===== config.mk =====
export PLATFORM = sky130hd
export DESIGN_NAME = ipwu_top
export DESIGN_NICKNAME = d
export VERILOG_FILES = /design/src/core/ipwu_pkg.sv /design/src/core/ipwu_arb_if.sv /design/src/core/ipwu_arbiter.sv /design/src/core/ipwu_top.sv
export VERILOG_INCLUDE_DIRS = /design/src /design/src/core
export SDC_FILE = /design/constraint.sdc
export NUM_CORES = 1
export LEC_CHECK = 0
export ABC_AREA = 1
export BUFFER_PORTS_ARGS = -buffer_cell sky130_fd_sc_hd__buf_4
export CAP_MARGIN = 20
export CORE_AREA = 3 3 137 139
export CTS_BUF_LIST = sky130_fd_sc_hd__clkbuf_16
export DETAILED_ROUTE_END_ITERATION = 8
export DIE_AREA = 0 0 140 142
export SKIP_LAST_GASP = 1
export SLEW_MARGIN = 20
export SYNTH_ARGS = -nofsm -noshare
export SYNTH_HDL_FRONTEND = slang
export SYNTH_SLANG_ARGS = --single-unit

===== constraint.sdc =====
create_clock -name clock -period 26.1 [get_ports clock]
set_input_delay 1.305 -clock clock [delete_from_list [all_inputs] [get_ports clock]]
set_output_delay 1.305 -clock clock [all_outputs]
set_load 0.03 [all_outputs]

===== src/core/ipwu_cfg.svh =====
// Constants of the interrupt priority and wake unit
`ifndef IPWU_CFG_SVH
`define IPWU_CFG_SVH

// ---------------------------------------------------------------
// Sizes
// ---------------------------------------------------------------
`define IPWU_NUM_SRC 59
`define IPWU_NUM_VEC 16
`define IPWU_NUM_EXC 5

// ---------------------------------------------------------------
// Vector addresses and stack usage
// ---------------------------------------------------------------
`define IPWU_VEC_BASE 20'h08000
`define IPWU_EXC_VEC 20'h08080
`define IPWU_CTX_BYTES 3'h6

// ---------------------------------------------------------------
// First source index of each vector slot (slot 4 and 10 empty)
// ---------------------------------------------------------------
`define IPWU_S_WDT 0
`define IPWU_S_BT 1
`define IPWU_S_T0 3
`define IPWU_S_V3 5
`define IPWU_S_V5 6
`define IPWU_S_V6 7
`define IPWU_S_V7 14
`define IPWU_S_V8 21
`define IPWU_S_V9 24
`define IPWU_S_V11 28
`define IPWU_S_V12 31
`define IPWU_S_V13 33
`define IPWU_S_V14 39
`define IPWU_S_V15 47
`define IPWU_S_END 59

// ---------------------------------------------------------------
// Wake-capable source ranges
// ---------------------------------------------------------------
`define IPWU_W_ASYNC2_LO 10
`define IPWU_W_ASYNC2_HI 13
`define IPWU_W_SYNCB_LO 26
`define IPWU_W_SYNCB_HI 27
`define IPWU_W_ASYNC3_LO 35
`define IPWU_W_ASYNC3_HI 38
`define IPWU_W_SYNCA_LO 41
`define IPWU_W_ASYNCA4_HI 46
`define IPWU_W_PORTS_LO 47
`define IPWU_W_PORTS_HI 57
`define IPWU_W_BT_LO 1
`define IPWU_W_BT_HI 2

// ---------------------------------------------------------------
// Level codes
// ---------------------------------------------------------------
`define IPWU_LVL_MAX 2'h2

`endif


===== src/core/ipwu_pkg.sv =====
// Types of the interrupt priority and wake unit
package ipwu_pkg;

  // Standby state, one-hot
  typedef enum logic [3:0] {
    IPWU_RUN = 4'h1,
    IPWU_HALT = 4'h2,
    IPWU_HOLD = 4'h4,
    IPWU_LOW_SPEED_HOLD_STANDBY = 4'h8
  } ipwu_stby_t;

  // Two-bit priority level of one vector
  typedef logic [1:0] ipwu_lvl_t;

  // Rank: 0 idle, 1..3 levels, used for nesting compare
  typedef logic [1:0] ipwu_rank_t;

endpackage


===== src/core/ipwu_arb_if.sv =====
// Carrier between the controller and its priority selector
`timescale 1ns/100ps
`default_nettype none

interface ipwu_arb_if;
  logic [15:0] vec_req;
  logic [31:0] vec_lvl;
  logic [1:0] cur_rank;
  logic per_allow;
  logic exc_req;
  logic grant;
  logic grant_exc;
  logic [3:0] grant_idx;
  logic [1:0] grant_rank;

  modport ctrl (output vec_req, vec_lvl, cur_rank, per_allow, exc_req,
                input grant, grant_exc, grant_idx, grant_rank);
  modport arb (input vec_req, vec_lvl, cur_rank, per_allow, exc_req,
               output grant, grant_exc, grant_idx, grant_rank);
endinterface

`default_nettype wire


===== src/core/ipwu_arbiter.sv =====
// Priority selector for peripheral vectors and the exception vector
`timescale 1ns/100ps
`default_nettype none
`include "ipwu_cfg.svh"

module ipwu_arbiter (
  ipwu_arb_if.arb a // Requests in, grant out
);

  // ---------------------------------------------------------------
  // Selection
  // ---------------------------------------------------------------
  logic [1:0] best_rank;
  logic [3:0] best_idx;

  // Clamp code 3 onto the top level, then rank 1..3
  function automatic logic [1:0] rank_of(input logic [1:0] code);
    rank_of = ((code > `IPWU_LVL_MAX) ? `IPWU_LVL_MAX : code) + 2'h1;
  endfunction

  // Ascending scan, strict compare keeps the lowest address on ties
  always_comb
  begin
    best_rank = 2'h0;
    best_idx = 4'h0;
    for (int v = 0; v < `IPWU_NUM_VEC; v++)
    begin
      if (a.vec_req[v] && (rank_of(a.vec_lvl[2*v +: 2]) > best_rank))
      begin
        best_rank = rank_of(a.vec_lvl[2*v +: 2]);
        best_idx = v[3:0];
      end
    end
  end

  // Exception wins over any peripheral; peripheral must beat current level
  always_comb
  begin
    a.grant_exc = a.exc_req;
    a.grant_idx = best_idx;
    a.grant_rank = best_rank;
    a.grant = a.exc_req || (a.per_allow && (best_rank > a.cur_rank));
  end

endmodule // ipwu_arbiter

`default_nettype wire


===== src/core/ipwu_top.sv =====
// Interrupt controller with nesting, exception class and standby wake
`timescale 1ns/100ps
`default_nettype none
`include "ipwu_cfg.svh"

module ipwu_top (
  input wire logic clock, // System clock, 40 MHz
  input wire logic resetn, // Asynchronous reset, active low
  input wire logic [58:0] src_req, // Peripheral source event pulses
  input wire logic [58:0] src_enable, // Per-source enables
  input wire logic [58:0] src_clear, // Software clear of pending flags
  input wire logic [31:0] vec_level, // Two-bit level per vector slot
  input wire logic global_irq_en, // Global enable, peripherals only
  input wire logic [4:0] exc_req, // Exception source event pulses
  input wire logic [4:0] exc_clear, // Software clear of exception flags
  input wire logic [7:0] exception_enable_low, // Exception source enables
  input wire logic [7:0] exception_enable_high, // Bit 0: exception class enable
  input wire logic wdt_expire, // Watchdog expiry pulse
  input wire logic wdt_reset_mode, // 1: expiry resets, 0: interrupts
  input wire logic irq_ack, // Core takes the offered vector
  input wire logic irq_return, // Core finished the current handler
  input wire logic halt_enter, // Enter halt standby
  input wire logic hold_enter, // Enter full hold standby
  input wire logic low_speed_hold_standby_enter, // Enter low-speed hold
  input wire logic reset_pin_low, // Reset pin at low level
  input wire logic [7:0] ext_pin_level_hit, // External pins at set level
  output logic irq_req, // Vector offered to the core
  output logic [19:0] irq_vector, // Offered vector address
  output logic irq_is_exc, // Offered vector is the exception one
  output logic ctx_push, // Pulse: push context on stack
  output logic [2:0] ctx_push_bytes, // Bytes pushed with the context
  output logic ctx_save_psw, // Status word saved with context
  output logic wdt_reset, // Pulse: watchdog reset request
  output logic [58:0] src_pending, // Pending source flags
  output logic [4:0] exc_pending, // Pending exception flags
  output logic [2:0] level_active, // Nesting levels in service
  output logic exc_active, // Exception handler running
  output logic stby_halt, // Halt standby active
  output logic stby_hold, // Full hold standby active
  output logic stby_low_speed_hold // Low-speed hold standby active
);

  // ---------------------------------------------------------------
  // Helper functions
  // ---------------------------------------------------------------

  // Vector slot of a source index
  function automatic logic [3:0] src_vec(input int i);
    if (i < `IPWU_S_BT) src_vec = 4'h0;
    else if (i < `IPWU_S_T0) src_vec = 4'h1;
    else if (i < `IPWU_S_V3) src_vec = 4'h2;
    else if (i < `IPWU_S_V5) src_vec = 4'h3;
    else if (i < `IPWU_S_V6) src_vec = 4'h5;
    else if (i < `IPWU_S_V7) src_vec = 4'h6;
    else if (i < `IPWU_S_V8) src_vec = 4'h7;
    else if (i < `IPWU_S_V9) src_vec = 4'h8;
    else if (i < `IPWU_S_V11) src_vec = 4'h9;
    else if (i < `IPWU_S_V12) src_vec = 4'hb;
    else if (i < `IPWU_S_V13) src_vec = 4'hc;
    else if (i < `IPWU_S_V14) src_vec = 4'hd;
    else if (i < `IPWU_S_V15) src_vec = 4'he;
    else src_vec = 4'hf;
  endfunction

  // Full hold wake-capable source
  function automatic logic hold_wake_src(input int i);
    hold_wake_src = (i >= `IPWU_W_ASYNC2_LO && i <= `IPWU_W_ASYNC2_HI) ||
                    (i >= `IPWU_W_SYNCB_LO && i <= `IPWU_W_SYNCB_HI) ||
                    (i >= `IPWU_W_ASYNC3_LO && i <= `IPWU_W_ASYNC3_HI) ||
                    (i >= `IPWU_W_SYNCA_LO && i <= `IPWU_W_ASYNCA4_HI) ||
                    (i >= `IPWU_W_PORTS_LO && i <= `IPWU_W_PORTS_HI);
  endfunction

  // ---------------------------------------------------------------
  // Signals
  // ---------------------------------------------------------------
  ipwu_arb_if arb_bus ();
  ipwu_pkg::ipwu_stby_t stby_reg;
  ipwu_pkg::ipwu_stby_t stby_next;
  logic [58:0] pend_reg;
  logic [58:0] set_vec;
  logic [4:0] exc_pend_reg;
  logic [58:0] live;
  logic [15:0] vec_req_w;
  logic exc_live;
  logic [2:0] lvl_act_reg;
  logic exc_act_reg;
  logic req_reg;
  logic exc_off_reg;
  logic [1:0] rank_off_reg;
  logic [19:0] vec_off_reg;
  logic take;
  logic hold_wake;
  logic low_speed_hold_standby_wake;

  // ---------------------------------------------------------------
  // Pending flags
  // ---------------------------------------------------------------

  // Watchdog expiry joins the first source unless reset mode
  always_comb
  begin
    set_vec = src_req;
    set_vec[`IPWU_S_WDT] = src_req[`IPWU_S_WDT] || (wdt_expire && !wdt_reset_mode);
  end

  // Sticky flags, set beats clear, held until cleared
  always_ff @(posedge clock or negedge resetn)
  begin
    if (!resetn)
      pend_reg <= 59'h0;
    else
      pend_reg <= set_vec | (pend_reg & ~src_clear);
  end

  // Exception flags, same policy
  always_ff @(posedge clock or negedge resetn)
  begin
    if (!resetn)
      exc_pend_reg <= 5'h0;
    else
      exc_pend_reg <= exc_req | (exc_pend_reg & ~exc_clear);
  end

  // Watchdog reset pulse
  always_ff @(posedge clock or negedge resetn)
  begin
    if (!resetn)
      wdt_reset <= 1'b0;
    else
      wdt_reset <= wdt_expire && wdt_reset_mode;
  end

  // ---------------------------------------------------------------
  // Vector gathering
  // ---------------------------------------------------------------

  // OR enabled pending sources onto their shared vector
  always_comb
  begin
    live = pend_reg & src_enable;
    vec_req_w = 16'h0;
    for (int i = 0; i < `IPWU_S_END; i++)
      vec_req_w[src_vec(i)] = vec_req_w[src_vec(i)] | live[i];
  end

  // Exception class gated by its own enables only
  assign exc_live = exception_enable_high[0] &&
                    (|(exc_pend_reg & exception_enable_low[4:0]));

  // Arbiter inputs
  always_comb
  begin
    arb_bus.vec_req = vec_req_w;
    arb_bus.vec_lvl = vec_level;
    arb_bus.cur_rank = lvl_act_reg[2] ? 2'h3 : (lvl_act_reg[1] ? 2'h2 : (lvl_act_reg[0] ? 2'h1 : 2'h0));
    arb_bus.per_allow = global_irq_en && !exc_act_reg;
    arb_bus.exc_req = exc_live && !exc_act_reg;
  end

  ipwu_arbiter u_arb (
    .a (arb_bus)
  );

  // ---------------------------------------------------------------
  // Offer to the core
  // ---------------------------------------------------------------
  assign take = req_reg && irq_ack;

  // Registered offer, withdrawn in the cycle it is taken
  always_ff @(posedge clock or negedge resetn)
  begin
    if (!resetn)
    begin
      req_reg <= 1'b0;
      exc_off_reg <= 1'b0;
      rank_off_reg <= 2'h0;
      vec_off_reg <= 20'h0;
    end
    else
    begin
      req_reg <= arb_bus.grant && !take && !irq_return;
      exc_off_reg <= arb_bus.grant_exc;
      rank_off_reg <= arb_bus.grant_rank;
      vec_off_reg <= arb_bus.grant_exc ? `IPWU_EXC_VEC :
                     (`IPWU_VEC_BASE + {14'h0, arb_bus.grant_idx, 2'h0});
    end
  end

  // Nesting record, exception handler first to return
  always_ff @(posedge clock or negedge resetn)
  begin
    if (!resetn)
    begin
      lvl_act_reg <= 3'h0;
      exc_act_reg <= 1'b0;
    end
    else if (take)
    begin
      if (exc_off_reg)
        exc_act_reg <= 1'b1;
      else
        lvl_act_reg[rank_off_reg - 2'h1] <= 1'b1;
    end
    else if (irq_return)
    begin
      if (exc_act_reg)
        exc_act_reg <= 1'b0;
      else if (lvl_act_reg[2])
        lvl_act_reg[2] <= 1'b0;
      else if (lvl_act_reg[1])
        lvl_act_reg[1] <= 1'b0;
      else
        lvl_act_reg[0] <= 1'b0;
    end
  end

  // Context push on vector entry
  always_ff @(posedge clock or negedge resetn)
  begin
    if (!resetn)
      ctx_push <= 1'b0;
    else
      ctx_push <= take;
  end

  // ---------------------------------------------------------------
  // Standby control
  // ---------------------------------------------------------------

  // Full hold and low-speed hold wake causes
  always_comb
  begin
    hold_wake = reset_pin_low || (|ext_pin_level_hit);
    low_speed_hold_standby_wake = 1'b0;
    for (int i = 0; i < `IPWU_S_END; i++)
    begin
      if (hold_wake_src(i))
        hold_wake = hold_wake | pend_reg[i];
      if (i >= `IPWU_W_BT_LO && i <= `IPWU_W_BT_HI)
        low_speed_hold_standby_wake = low_speed_hold_standby_wake | pend_reg[i];
    end
    low_speed_hold_standby_wake = low_speed_hold_standby_wake | hold_wake;
  end

  // Standby state transitions
  always_comb
  begin
    case (stby_reg)
      ipwu_pkg::IPWU_RUN:
        if (halt_enter)
          stby_next = ipwu_pkg::IPWU_HALT;
        else if (hold_enter)
          stby_next = ipwu_pkg::IPWU_HOLD;
        else if (low_speed_hold_standby_enter)
          stby_next = ipwu_pkg::IPWU_LOW_SPEED_HOLD_STANDBY;
        else
          stby_next = ipwu_pkg::IPWU_RUN;
      ipwu_pkg::IPWU_HALT:
        stby_next = (reset_pin_low || arb_bus.grant) ? ipwu_pkg::IPWU_RUN : ipwu_pkg::IPWU_HALT;
      ipwu_pkg::IPWU_HOLD:
        stby_next = hold_wake ? ipwu_pkg::IPWU_RUN : ipwu_pkg::IPWU_HOLD;
      ipwu_pkg::IPWU_LOW_SPEED_HOLD_STANDBY:
        stby_next = low_speed_hold_standby_wake ? ipwu_pkg::IPWU_RUN : ipwu_pkg::IPWU_LOW_SPEED_HOLD_STANDBY;
      default:
        stby_next = ipwu_pkg::IPWU_RUN;
    endcase
  end

  // Standby state register
  always_ff @(posedge clock or negedge resetn)
  begin
    if (!resetn)
      stby_reg <= ipwu_pkg::IPWU_RUN;
    else
      stby_reg <= stby_next;
  end

  // ---------------------------------------------------------------
  // Outputs
  // ---------------------------------------------------------------
  assign irq_req = req_reg;
  assign irq_vector = vec_off_reg;
  assign irq_is_exc = exc_off_reg;
  assign ctx_push_bytes = `IPWU_CTX_BYTES;
  assign ctx_save_psw = 1'b1;
  assign src_pending = pend_reg;
  assign exc_pending = exc_pend_reg;
  assign level_active = lvl_act_reg;
  assign exc_active = exc_act_reg;
  assign stby_halt = (stby_reg == ipwu_pkg::IPWU_HALT);
  assign stby_hold = (stby_reg == ipwu_pkg::IPWU_HOLD);
  assign stby_low_speed_hold = (stby_reg == ipwu_pkg::IPWU_LOW_SPEED_HOLD_STANDBY);

endmodule // ipwu_top

`default_nettype wire


After elaboration in Yosys (flattened, before gate mapping) --
Cells that the tools add are included. W data, S select, Z words.
Storage, ports and cells: register bits 98, input bits 254, output and inout port bits 99, logic and storage cells 254
Cells by class: $add $sub $neg 16, order comparisons 31, equal/unequal tests 9, muxes and demuxes 63, bitwise logic cells 83, reduce and logical (&&, ||, !) cells 39
Operators by type and width (count):
- $and A59 B59 Y59 | 2
- $or A1 B1 Y1 | 74
- $mux W2 | 34
- $not A59 Y59 | 1
- $or A59 B59 Y59 | 1
- $mux W4 | 11
- $add A2 B1 Y2 const B | 14
- $gt A2 B2 Y1 | 14
- $gt A2 B2 Y1 const B | 14
- $logic_and A1 B1 Y1 | 24
- $mux W3 | 8
- $mux W20 | 1
- $add A16 B6 Y17 const A | 1
- $pmux W4 S4 | 1
- $and A5 B5 Y5 | 2
- $reduce_or A8 Y1 | 1
- $mux W1 | 7
- $ne A2 B1 Y1 const B | 3
- $not A5 Y5 | 1
- $or A5 B5 Y5 | 1
- $reduce_and A5 Y1 | 1
- $reduce_or A5 Y1 | 1
- $eq A4 B1 Y1 const B | 1
- $eq A4 B2 Y1 const B | 1
- 15 further kinds | 22

Longest topological paths before layout --
Gate-level depths: netlist of run 1.
depth after elaboration 51, depth in mapped cells 107, mapped depth without buffers 107

Cells and area by module --
Synthesis of run 1 repeated with hierarchy kept, for this count alone.
Second synthesis, totals: cells, all modules 700, area, all modules 5385.2 µm²
Modules (own cells, without submodules):
- ipwu_top | times used 1, cells each 408, area an instance 3774.9 µm², seq. area each 2078.2 µm²
- ipwu_arbiter | times used 1, cells each 292, area an instance 1610.3 µm², seq. area each 0.0 µm²

Worst setup path after synthesis of run 1 --
Ideal clock, no wire load.
path type in2reg, start input src_enable[0], end register stby_reg[0], library setup time 0.128 ns, arrival time 13.803 ns, required time 25.972 ns, path slack 12.170 ns, stages 99, buffers on the path 0, cells stage by stage nand2_1 a21oi_1 inv_1 ha_1 nand2_1 nand2_2 nand3_2 nand2_1 and2_1 ha_1 inv_1 o21bai_4 nand3_4 nand3_2 nand2_1 ha_1 nand2_1 inv_1 [... 63 more ...] nand2_1 inv_1 nand3_1 nand2_1 ha_1 a21oi_1 a21oi_1 nand2_1 inv_1 nand2_1 nand2_1 ha_1 inv_1 o21bai_1 a41oi_1 nand2_1 a221oi_1 o41ai_1
Between the ends: cells in the longest elaborated chain, start to end 48
RTL lines:
- from (decl) | RTL line ipwu_top.sv:10 | input wire logic [58:0] src_enable,
- $and A59 B59 Y59 (*) | RTL line ipwu_top.sv:141 | live = pend_reg & src_enable;
- $logic_and A1 B1 Y1 (*) | RTL line ipwu_arbiter.sv:28 | if (a.vec_req[v] && (rank_of(a.vec_lvl[2*v +: 2]) > best_rank))
- $mux W2 (*) | RTL line ipwu_arbiter.sv:28
- $gt A2 B2 Y1 | RTL line ipwu_arbiter.sv:28
- $logic_and A1 B1 Y1 | RTL line ipwu_arbiter.sv:28
- $mux W2 (*) | RTL line ipwu_arbiter.sv:28
- $gt A2 B2 Y1 | RTL line ipwu_arbiter.sv:28
- $logic_and A1 B1 Y1 | RTL line ipwu_arbiter.sv:28
- [... 34 more ...]
- named net arb_bus.grant_rank[1] | RTL line ipwu_arb_if.sv:14 | logic [1:0] grant_rank;
- $gt A2 B2 Y1 (*) | RTL line ipwu_arbiter.sv:42 | a.grant = a.exc_req || (a.per_allow && (best_rank > a.cur_rank));
- $logic_and A1 B1 Y1 (*) | RTL line ipwu_arbiter.sv:42
- $logic_or A1 B1 Y1 (*) | RTL line ipwu_arbiter.sv:42
- $logic_or A1 B1 Y1 (*) | RTL line ipwu_top.sv:260 | stby_next = (reset_pin_low || arb_bus.grant) ? ipwu_pkg::IPWU_RUN : ipwu_pkg::IPWU_HALT;
- $mux W2 (*) | RTL line ipwu_top.sv:260
- $pmux W4 S4 (*) | RTL line ipwu_top.sv:249 | case (stby_reg)
- named net stby_next[0] | RTL line ipwu_top.sv:79 | ipwu_pkg::ipwu_stby_t stby_next;
- to (signal assigned) | RTL line ipwu_top.sv:274 | stby_reg <= ipwu_pkg::IPWU_RUN;
- to (signal assigned) | RTL line ipwu_top.sv:276 | stby_reg <= stby_next;
- to (decl) | RTL line ipwu_top.sv:78 | ipwu_pkg::ipwu_stby_t stby_reg;
The timed path passes the listed nets; every way through them passes the cells marked *. A chain may end at the register's enable or synchronous reset.

Final worst setup path of run 1 --
Ends and elaborated chain as after synthesis.

==> results of run 1 <==
[cell usage after synthesis, types with 4 or more instances]
master      n  area share, %
nand3_1    41            3.9
o21bai_1   66            9.5
dfrtp_1    82             39
a22o_1      6            1.0
o21ai_1     4           0.38
nor2_1     27            1.9
a21oi_1    32            3.1
nor4_1      5           0.60
a221oi_1    5           0.84
ha_1       28            6.7
and2_1      6           0.72
nand4_1    14            1.7
nand3_2    12            2.3
nand2_1   117            8.4
buf_4      19            2.7
inv_1     135            9.7
nor3_1      7           0.67
o21ai_0    13            1.2
[per-stage QoR]
step                      cell area, um^2  hold WS [ns]  instances  worst slack, ns  total power, mW
after global routing                 8130         0.552       1216             9.09             1.61
after floorplan                      5280         0.533        668            12.17             1.02
after detailed placement             7840         0.529       1200            10.44             1.30
after global placement               7840         0.524       1200            10.56             1.27
final                                8130         0.537       1216            10.85             1.41
after CTS                            8130         0.539       1216            10.76             1.44
[logic make-up (layout without fill, tap and decap cells)]
group                      count (synthesis)  after routing  share of synthesized area [%]
and+or+nand+nor                          238            238                           21.7
adders and majority gates                 28             28                           6.72
buffers and inverters                    158            477                           12.7
other                                      2             19                          0.144
DFF                                       83             83                           39.8
AOI/OAI and AO/OA                        142            142                           18.9
[metal layers]
layer	share of wire, %	vias to the layer above	routed length [um]	GRT usage [%]
li1	-	2764	-	-
met1	41	2472	7260	21.1
met2	51	188	9080	30.9
met3	6.9	22	1230	4.50
met4	1.6	0	289	4.84
met5	0	-	0	0
[worst max-delay path, delay by kind of cell]
family | cells | cell delay, ns
buffers and inverters | 19 | 2.03
AO/OA/AOI/OAI | 23 | 2.94
adder cells (fa/ha/maj) | 14 | 4.15
AND/OR/NAND/NOR | 43 | 5.04
[cell type report]
cell class                 count  area (um^2)  area share [%]
multi-input combinational    427         2540            31.2
timing repair buffer         322         2420            29.7
sequential                    83         2080            25.6
inverter                     139          522            6.42
tap                          229          287            3.52
clock buffer                   9          225            2.77
clock inverter                 7         66.3           0.815
[how the worst min path moves through the flow]
stage                          from         endpoint  slack (ns)  depth (start not counted)
detailed placement  src_pending[18]  src_pending[18]        0.53                          2
finish              src_pending[23]  src_pending[23]        0.54                          2
global route        src_pending[22]  src_pending[22]        0.55                          2
CTS                 src_pending[30]  src_pending[30]        0.54                          2
floorplan           rank_off_reg[0]  level_active[2]        0.53                          2
global placement      irq_vector[7]       exc_active        0.52                          2
[power by group through the flow]
stage	sequential, mW	clock [mW]	combinational, mW
after floorplan	0.197	0	0.822
after global placement	0.172	0	1.10
after detailed placement	0.173	0	1.12
after CTS	0.170	0.135	1.13
after global routing	0.173	0.140	1.30
final	0.170	0.130	1.11
==> results.md, run 1 <==
* Synthesized flop and latch total at 83
* Longest Clk Path Bufs at 2
* Avg Inst Size Synth at 8.01 um^2
* GP Congestion at 0.829
* Slew @ Worst Pin at 0.749 ns
* Most common cell on crit path: nand2_1
* Hold Path Class: flop to flop
* # IOs at 353
* Largest net degree at the start of global routing at 49
* Vias per cell at 4.48
* Hold-fix buffers, CTS at 0
* Core area at 0.0178 mm^2
* Reg-to-reg critical path endpoint: stby_reg[0]
* Num Clock Sinks at 83
* Fin util at 45.7%
* Leak at 4.59 nW
* Final Hold Viols at 0
* RSZ-0062 raised after global routing: false
* Psw at 748 uW
* Critical path launch point type: input port
* Post-Syn Area at 0.00522 mm^2
* Maximum vdd drop at 0.000181 V
* DR WL/cell at 14.7 um
* Commonest non-fill, non-tap cell in the layout: buf_4
* Flop pwr share at 12.1%
* Top_reg_cell synth: dfrtp_1
* DR pass1 iterations at 4
* Vias in the first global route at 5463
* Final WL at 17900 um
* Period utilization at 58.4%
* Die Wd at 140 um
* Clock slew at reported path FFs at 0.07 ns
* Post-CTS Setup Bufs at 0
* Relative slew slack at 49.6%
* Total GRT Usage at 17.5%
* Internal Power at 660 uW
* Routed Antenna Nets at 0
* Die Y at 142 um
* Clock Latency Late Sink at 0.34 ns
* Register area share after synthesis at 39.8%
* CTS buffer count at 9
* Fmax at 65.6 MHz
* Sw Share at 53.2%
* Synth async-reset ratio at 100%
* CP endpoint: stby_reg[0]
* Max cap viols at 0
* Clock Skews at 0.00863 ns
* Cell Rows at 49
* Iter 0 DRT Violations at 257
* Worst setup path start: src_enable[0]
* Root buffer cell: clkbuf_16
* Worst Path Max Fanout at 6
* Vias at 5446
* Clock power frac at 9.2%
* Starting Density at 29.3%
* Pwr dens at 173 mW/mm^2
* Warnings from Yosys at 0
* CP Class: input port to flop
* Share of layout cells above drive strength 1 at 37.2%
* HPWL Detailed at 15400 um
* Gate power share at 78.7%
* Setup TNS at 0 ns
* Fin crit period at 15.25 ns
* Delay of the slowest critical-path stage at 0.30 ns
* CP max-delay cell: ha_1
* PortBufs at 320
* TritonCTS clock tree: done
* Worst Reg-to-Reg Cells at 98
* Most frequent cells in the layout: buf_4 (322), inv_1 (135), nand2_1 (117), dfrtp_1 (82), o21bai_1 (66)
* Filler cells at 1830
* Data required, critical path at 26.34 ns
* Initial antenna violation count at 0
* Worst setup EP type: flop
* Max Slew Vio Count at 0
* H-tree depth at 3
* Die ar. at 0.0199 mm^2
* Post-CTS sizing at 0
* R2r setup slk at 11.50 ns
* Antenna diodes at 0
* Max FFs per register at 59
* Worst R2R Start: src_pending[0]
* Outcome: completed
* Critical path arrival at 15.49 ns
* Area Growth Syn to Fin at 55.9%
* First-pass GRT wire length at 27400 um
* Post-Syn Instances at 651
* Final setup violation count at 0
* Synth cell types at 37
* Overflow after GRT at 0
* Post-synth EDFFs at 0
* Nets at 1264
* # DRC at 0
No activity file was read; power rests on OpenSTA's default activity.
==> run 2: changes to the inputs <==
--- a/config.mk
+++ b/config.mk
@@ -6,13 +6,13 @@
 export SDC_FILE = /design/constraint.sdc
 export NUM_CORES = 1
 export LEC_CHECK = 0
-export ABC_AREA = 1
+export ABC_AREA = 0
 export BUFFER_PORTS_ARGS = -buffer_cell sky130_fd_sc_hd__buf_4
 export CAP_MARGIN = 20
-export CORE_AREA = 3 3 137 139
+export CORE_AREA = 3 3 135 137
 export CTS_BUF_LIST = sky130_fd_sc_hd__clkbuf_16
 export DETAILED_ROUTE_END_ITERATION = 8
-export DIE_AREA = 0 0 140 142
+export DIE_AREA = 0 0 138 140
 export SKIP_LAST_GASP = 1
 export SLEW_MARGIN = 20
 export SYNTH_ARGS = -nofsm -noshare
==> constraint.sdc (replaced) <==
create_clock -name clock -period 15.75 [get_ports clock]
set_input_delay 0.7875 -clock clock [delete_from_list [all_inputs] [get_ports clock]]
set_output_delay 0.7875 -clock clock [all_outputs]
set_load 0.03 [all_outputs]
==> run 2 against run 1 <==
Sequential cell count stayed put. Clock skew is 0.0027 ns higher. Global-route usage hardly changed. Worst hold slack worse by 0.15 ns. Die area is 2.8% lower. Critical path depth is 24 lower. Critical path type unchanged. Critical endpoint is now stby_reg[1]. Largest power group unchanged. Highest routed layer unchanged.
==> results.md, run 2 <==
* Avg Inst Size Synth at 9.46 um^2 (was 8.01 um^2)
* # IOs at 353 (unchanged)
* Starting Density at 29.1% (was 29.3%)
* Final WL at 17800 um (was 17900 um)
* Delay-heaviest family, CP: compound AO/OA/AOI/OAI gates (was simple AND/OR/NAND/NOR gates)
* Final Hold Viols at 0 (unchanged)
* Filler cells at 1676 (was 1830)
* Hold Path Class: input port to asynchronous set/reset pin (was flop to flop)
* Register area share after synthesis at 41.6% (was 39.8%)
* Root buffer cell: clkbuf_16 (unchanged)
* Clock Skews at 0.0113 ns (was 0.00863 ns)
* Num Clock Sinks at 83 (unchanged)
* Most frequent cells in the layout: buf_4 (372), inv_1 (91), dfrtp_1 (82), a21o_1 (69), nor2_1 (21) (was buf_4 (322), inv_1 (135), nand2_1 (117), dfrtp_1 (82), o21bai_1 (66))
* Synth async-reset ratio at 100% (unchanged)
* Post-Syn Instances at 528 (was 651)
* Period utilization at 95.2%
* Slew @ Worst Pin at 0.715 ns (was 0.749 ns)
* Commonest non-fill, non-tap cell in the layout: buf_4 (unchanged)
* Clock Latency Late Sink at 0.35 ns (was 0.34 ns)
* Max cap viols at 0 (unchanged)
* TritonCTS clock tree: done (unchanged)
* Routed Antenna Nets at 0 (unchanged)
* Synthesized flop and latch total at 83 (unchanged)
* Largest net degree at the start of global routing at 47 (was 49)
* Post-Place Cells at 1115 (was 1200)
* CTS buffer count at 9 (unchanged)
* Sequential Area at 0.00208 mm^2 (unchanged)
* H-tree depth at 3 (unchanged)
* Worst setup path start: vec_level[3] (was src_enable[0])
* HPWL Detailed at 14900 um (was 15400 um)
* Worst Path Max Fanout at 7 (was 6)
* PortBufs at 320 (unchanged)
* Area occupied by multi-input gates at 0.00278 mm^2 (was 0.00254 mm^2)
* Die Wd at 138 um (was 140 um)
* Fin cells at 1139 (was 1216)
* Setup TNS at 0 ns (unchanged)
* Synth cell types at 58 (was 37)
* Iter 0 DRT Violations at 147 (was 257)
* Hold-fix buffers, CTS at 0 (unchanged)
* Post-synth EDFFs at 0 (unchanged)
* Fin crit period at 14.99 ns
* Longest Clk Path Bufs at 2 (unchanged)
* Outcome: completed (unchanged)
* Relative slew slack at 52.4% (was 49.6%)
* Vias per cell at 4.68 (was 4.48)
* Die Y at 140 um (was 142 um)
* DR WL/cell at 15.6 um (was 14.7 um)
* WP buf/inv at 6 (was 19)
* Placed Area at 0.00794 mm^2 (was 0.00784 mm^2)
* Critical path arrival at 15.26 ns (was 15.49 ns)
* Cell Rows at 48 (was 49)
* Worst R2R Start: src_pending[0] (unchanged)
* Leak at 4.57 nW (was 4.59 nW)
* CP max-delay cell: a221o_1 (was ha_1)
* Total GRT Usage at 17.5% (about the same)
* Area leader, netlist: dfrtp_1 (unchanged)
* Final Power at 2.15 mW (was 1.41 mW)
* Data required, critical path at 16.02 ns (was 26.34 ns)
* Delay of the slowest critical-path stage at 0.42 ns (was 0.30 ns)
* Max FFs per register at 59 (unchanged)
* DR pass1 iterations at 4 (unchanged)
* Post-Syn Area at 0.00500 mm^2 (was 0.00522 mm^2)
* Most common cell in the netlist: inv_1 (unchanged)
* CP Class: input port to flop (unchanged)
* Post-route cell area at 0.00861 mm^2 (was 0.00813 mm^2)
* Nets at 1191 (was 1264)
* Top cells by count, synth: inv_1 (93), dfrtp_1 (82), a21o_1 (69) (was inv_1 (135), nand2_1 (117), dfrtp_1 (82))
* Core area at 0.0172 mm^2 (was 0.0178 mm^2)
* Share of layout cells above drive strength 1 at 49.5% (was 37.2%)
* Antenna diodes at 0 (unchanged)
* Clock slew at reported path FFs at 0.07 ns (about the same)
* Fmax at 66.7 MHz
* Share of the synthesized area in the top cell type at 41.1% (was 39.3%)
* GP Congestion at 0.790 (was 0.829)
* Area contributors post-synth: dfrtp_1 (41%), a21o_1 (10%), ha_1 (7.0%), inv_1 (7.0%), buf_4 (2.9%) (was dfrtp_1 (39%), inv_1 (9.7%), o21bai_1 (9.5%), nand2_1 (8.4%), ha_1 (6.7%))
* First-pass GRT wire length at 27000 um (was 27400 um)
* Final setup violation count at 0 (unchanged)
* Critical path launch point type: input port (unchanged)
* Pwr dens at 250 mW/mm^2 (was 173 mW/mm^2)
* Worst setup EP type: flop (unchanged)
* Fin util at 50.1% (was 45.7%)
* Top_reg_cell synth: dfrtp_1 (unchanged)
* Vias in the first global route at 5381 (was 5463)
* Warnings from Yosys at 0 (unchanged)
* R2r setup slk at 0.91 ns (was 11.50 ns)
* Overflow after GRT at 0 (unchanged)
* Die ar. at 0.0193 mm^2 (was 0.0199 mm^2)
* Maximum vdd drop at 0.000185 V (was 0.000181 V)
* Max Slew Vio Count at 0 (unchanged)
* # DRC at 0 (unchanged)
* Initial antenna violation count at 0 (unchanged)
* Vias at 5333 (was 5446)
* Area Growth Syn to Fin at 72.3% (was 55.9%)
[run 2: cell count changes in the layout (fill, tap and decap cells not counted), sizes merged, moves of 8 or more]
cell    before  now
nor2b        0   14
a21oi       33   18
a21o         0   69
nand4       14    1
nand3       54    3
nor4         5   13
inv        139   94
o21bai      67    1
a22oi        0    9
o211ai       0    8
buf        322  373
nand2      121   20
[run 2: where the power goes]
part	internal (mW)	switching (mW)	leakage, nW
clock	0.138	0.0919	0.147
combinational	0.897	0.755	3.50
sequential	0.248	0.0256	0.925
total	1.28	0.872	4.57
[run 2: metal layers]
| metal | global-route usage, % | part of all wire, % | vias to the layer above |
|---|---|---|---|
| met2 | 31.7 | 52 | 230 |
| met3 | 5.46 | 7.9 | 18 |
| met1 | 20.0 | 39 | 2477 |
| met4 | 4.84 | 1.6 | 0 |
| li1 | - | - | 2608 |
| met5 | 0 | 0 | - |
[run 2: path summary, 6_finish.rpt]
kind / endpoint / depth (start not counted)
worst min register to register: exc_pending[4] / 1
min in group clock: exc_pending[4] / 1
max in group asynchronous: src_pending[32] / 2
worst min-delay path: src_pending[35] / 1
worst max-delay path: stby_reg[1] / 75
worst max register to register: stby_reg[1] / 75
[run 2: area by class of cell]
cell class                 count  share of cell area [%]
tap                          225                    3.27
clock buffer                   9                    2.62
inverter                      93                    4.05
multi-input combinational    349                    32.3
clock inverter                 7                    1.06
sequential                    83                    24.1
timing repair buffer         373                    32.6
[run 2: repair_timing]
action | in CTS | in global routing
setup buffers | 0 | 9
setup endpoints to repair | 0 | 6
hold endpoints to repair | 0 | 0
gates resized for setup | 0 | 53
[run 2: stage by stage]
stage | hold slack (ns) | setup slack, ns
after global routing | 0.421 | -0.00697
after CTS | 0.406 | 0.0311
after detailed placement | 0.496 | -0.313
after global placement | 0.492 | -0.176
final | 0.387 | 0.761
after floorplan | 0.482 | 0.0111
[run 2: cell families after synthesis]
kind of cell,count (synthesis),synth area share (%)
compound gates,177,26.9
xor+xnor,1,0.175
fa+ha+maj,28,7.01
buf+inv,113,9.91
flops,83,41.6
mux,10,2.10
other cells,2,0.150
simple gates,114,12.1
[run 2: worst reg2reg max path: cells and delay by family, from the launching register on]
kind                       cells  cell delay [ns]
and+or+nand+nor               19             3.05
adders and majority gates     14             3.67
AOI/OAI and AO/OA             32             5.85
muxes                          4             1.04
DFF                            1             0.40
buffers and inverters          6             0.75
==> run 3: changes to the inputs <==
--- a/config.mk
+++ b/config.mk
@@ -9,10 +9,13 @@
 export ABC_AREA = 0
 export BUFFER_PORTS_ARGS = -buffer_cell sky130_fd_sc_hd__buf_4
 export CAP_MARGIN = 20
-export CORE_AREA = 3 3 135 137
+export CELL_PAD_IN_SITES_DETAIL_PLACEMENT = 0
+export CELL_PAD_IN_SITES_GLOBAL_PLACEMENT = 1
+export CORE_AREA = 3 3 136 138
 export CTS_BUF_LIST = sky130_fd_sc_hd__clkbuf_16
 export DETAILED_ROUTE_END_ITERATION = 8
-export DIE_AREA = 0 0 138 140
+export DIE_AREA = 0 0 139 141
+export PLACE_DENSITY_LB_ADDON = 0.1
 export SKIP_LAST_GASP = 1
 export SLEW_MARGIN = 20
 export SYNTH_ARGS = -nofsm -noshare
==> run 3 against run 2 <==
Count of clock-buffer cells in the layout is the same. Sequential power about the same. Die area is 1.4% higher. Final area grew 0.45%. Highest routed layer unchanged.
==> results.md, run 3 (synthesis gave the netlist of run 2 again) <==
* Outcome: completed (unchanged)
* Period utilization at 96.0% (was 95.2%)
* CP max-delay cell: a221o_2 (was a221o_1)
* # DRC at 0 (unchanged)
* PortBufs at 320 (unchanged)
* Die ar. at 0.0196 mm^2 (was 0.0193 mm^2)
* Worst Reg-to-Reg Cells at 75 (unchanged)
* TritonCTS clock tree: done (unchanged)
* Share of layout cells above drive strength 1 at 49.9% (was 49.5%)
* Critical path launch point type: input port (unchanged)
* Fin cells at 1134 (was 1139)
* Fin util at 50.0% (was 50.1%)
* Vias at 5266 (was 5333)
* Commonest non-fill, non-tap cell in the layout: buf_4 (unchanged)
* Antenna diodes at 0 (unchanged)
* Delay of the slowest critical-path stage at 0.41 ns (was 0.42 ns)
* CTS buffer count at 9 (unchanged)
* Reg-to-reg critical path endpoint: stby_reg[1] (unchanged)
* Die Y at 141 um (was 140 um)
* Max cap viols at 0 (unchanged)
* Maximum vdd drop at 0.000237 V (was 0.000185 V)
* Cell Rows at 48 (unchanged)
* Worst setup EP type: flop (unchanged)
* Leak at 4.58 nW (was 4.57 nW)
* Most frequent cells in the layout: buf_4 (367), inv_1 (91), dfrtp_1 (82), a21o_1 (69), nor2_1 (21) (was buf_4 (372), inv_1 (91), dfrtp_1 (82), a21o_1 (69), nor2_1 (21))
* Relative slew slack at 52.7% (was 52.4%)
* DR WL/cell at 16.5 um (was 15.6 um)
* Max Slew Vio Count at 0 (unchanged)
* Overflow after GRT at 0 (unchanged)
* GP Congestion at 0.824 (was 0.790)
* Nets at 1188 (was 1191)
* Iter 0 DRT Violations at 132 (was 147)
* Slew @ Worst Pin at 0.700 ns (was 0.715 ns)
* Setup ws final at 0.625 ns (was 0.761 ns)
* CP Class: input port to flop (unchanged)
* Clock slew at reported path FFs at 0.06 ns (was 0.07 ns)
* Worst Path Max Fanout at 6 (was 7)
* HPWL Detailed at 15600 um (was 14900 um)
* Pwr dens at 264 mW/mm^2 (was 250 mW/mm^2)
* Initial antenna violation count at 0 (unchanged)
* Area Growth Syn to Fin at 73.1% (was 72.3%)
* Vias in the first global route at 5596 (was 5381)
* Routed Antenna Nets at 0 (unchanged)
* Vias per cell at 4.64 (was 4.68)
* Core area at 0.0173 mm^2 (was 0.0172 mm^2)
* H-tree depth at 3 (unchanged)
* Post-Place Cells at 1108 (was 1115)
* Fmax at 66.1 MHz (was 66.7 MHz)
* Tightest hold margin at 0.381 ns (was 0.387 ns)
* Critical path arrival at 15.39 ns (was 15.26 ns)
* Clock Latency Late Sink at 0.34 ns (was 0.35 ns)
* Starting Density at 28.9% (was 29.1%)
* Clock Skews at 0.00943 ns (was 0.0113 ns)
* Total GRT Usage at 18.3% (was 17.5%)
* Data required, critical path at 16.01 ns (was 16.02 ns)
* Worst R2R Start: src_pending[0] (unchanged)
* Post-Place Setup Slack at -0.254 ns (was -0.313 ns)
* Final Hold Viols at 0 (unchanged)
* Final setup violation count at 0 (unchanged)
* Num Clock Sinks at 83 (unchanged)
* Largest net degree at the start of global routing at 53 (was 47)
* Die Wd at 139 um (was 138 um)
* First-pass GRT wire length at 28400 um (was 27000 um)
* # IOs at 353 (unchanged)
* Hold Path Class: input port to asynchronous set/reset pin (unchanged)
* R2r setup slk at 0.80 ns (was 0.91 ns)
* Root buffer cell: clkbuf_16 (unchanged)
* Longest Clk Path Bufs at 2 (unchanged)
* Fin crit period at 15.12 ns (was 14.99 ns)
* Final WL at 18700 um (was 17800 um)
* Final Power at 2.28 mW (was 2.15 mW)
* Max FFs per register at 59 (unchanged)
* DR pass1 iterations at 4 (unchanged)
==> run 3: cell count changes in the layout (fill, tap and decap cells not counted), moves of 2 or more <==
cell / before / now
clkinvlp_4: 2 / 0
buf_4: 372 / 367
nor2b_1: 11 / 9
nor3_2: 1 / 3
buf_6: 1 / 3
a21oi_2: 6 / 4
nor3_1: 3 / 1
==> run 3: stage by stage <==
stage / setup TNS [ns] / instance area [um^2]
2_1_floorplan: 0 / 5070
3_3_place_gp: -0.0475 / 7890
3_5_place_dp: -0.415 / 7890
4_1_cts: 0 / 8190
5_1_grt: -0.131 / 8650
6_report: 0 / 8650
==> run 3: report_power, final <==
group	internal, mW	switching (mW)	leakage (nW)	total (mW)
combinational	0.972	0.812	3.51	1.78
sequential	0.248	0.0261	0.925	0.274
clock	0.137	0.0872	0.149	0.224
==> run 3: routing by layer <==
layer / part of all wire [%] / global-route usage (%) / wire length, um / vias to the layer above
met5: 0 / 0 / 0 / -
met4: 1.6 / 5.41 / 296 / 0
met3: 7.4 / 6.00 / 1390 / 18
met2: 54 / 33.6 / 10000 / 195
met1: 37 / 20.0 / 7020 / 2452
li1: - / - / - / 2601
==> run 3: area by class of cell <==
| type | instances | area [um^2] |
|---|---|---|
| fill | 1659 | 8650 |
| multi-input combinational | 349 | 2850 |
| timing repair buffer | 370 | 2790 |
| sequential | 83 | 2080 |
| inverter | 93 | 349 |
| tap | 225 | 282 |
| clock buffer | 9 | 225 |
| clock inverter | 5 | 77.6 |
==> run 3: what timing repair did <==
item / 4_1_cts / 5_1_grt
hold buffers: 0 / 0
gates resized for setup: 0 / 66
setup buffers: 0 / 12
setup endpoints to repair: 0 / 9
==> run 3: worst max path at each step <==
stage | end | start | slack (ns) | depth (start not counted)
after floorplan | stby_reg[1] | vec_level[3] | 0.01 | 70
after global placement | stby_reg[1] | vec_level[3] | -0.05 | 73
after detailed placement | stby_reg[1] | vec_level[3] | -0.25 | 73
after CTS | stby_reg[1] | vec_level[3] | 0.08 | 73
after global routing | stby_reg[1] | vec_level[1] | -0.13 | 76
final | stby_reg[1] | vec_level[1] | 0.63 | 76
==> run 3: critical path: cells and delay by family <==
kind | cells | cell delay [ns]
buf+inv | 7 | 0.85
fa+ha+maj | 14 | 3.68
simple gates | 20 | 3.09
compound gates | 30 | 5.67
mux | 5 | 1.28
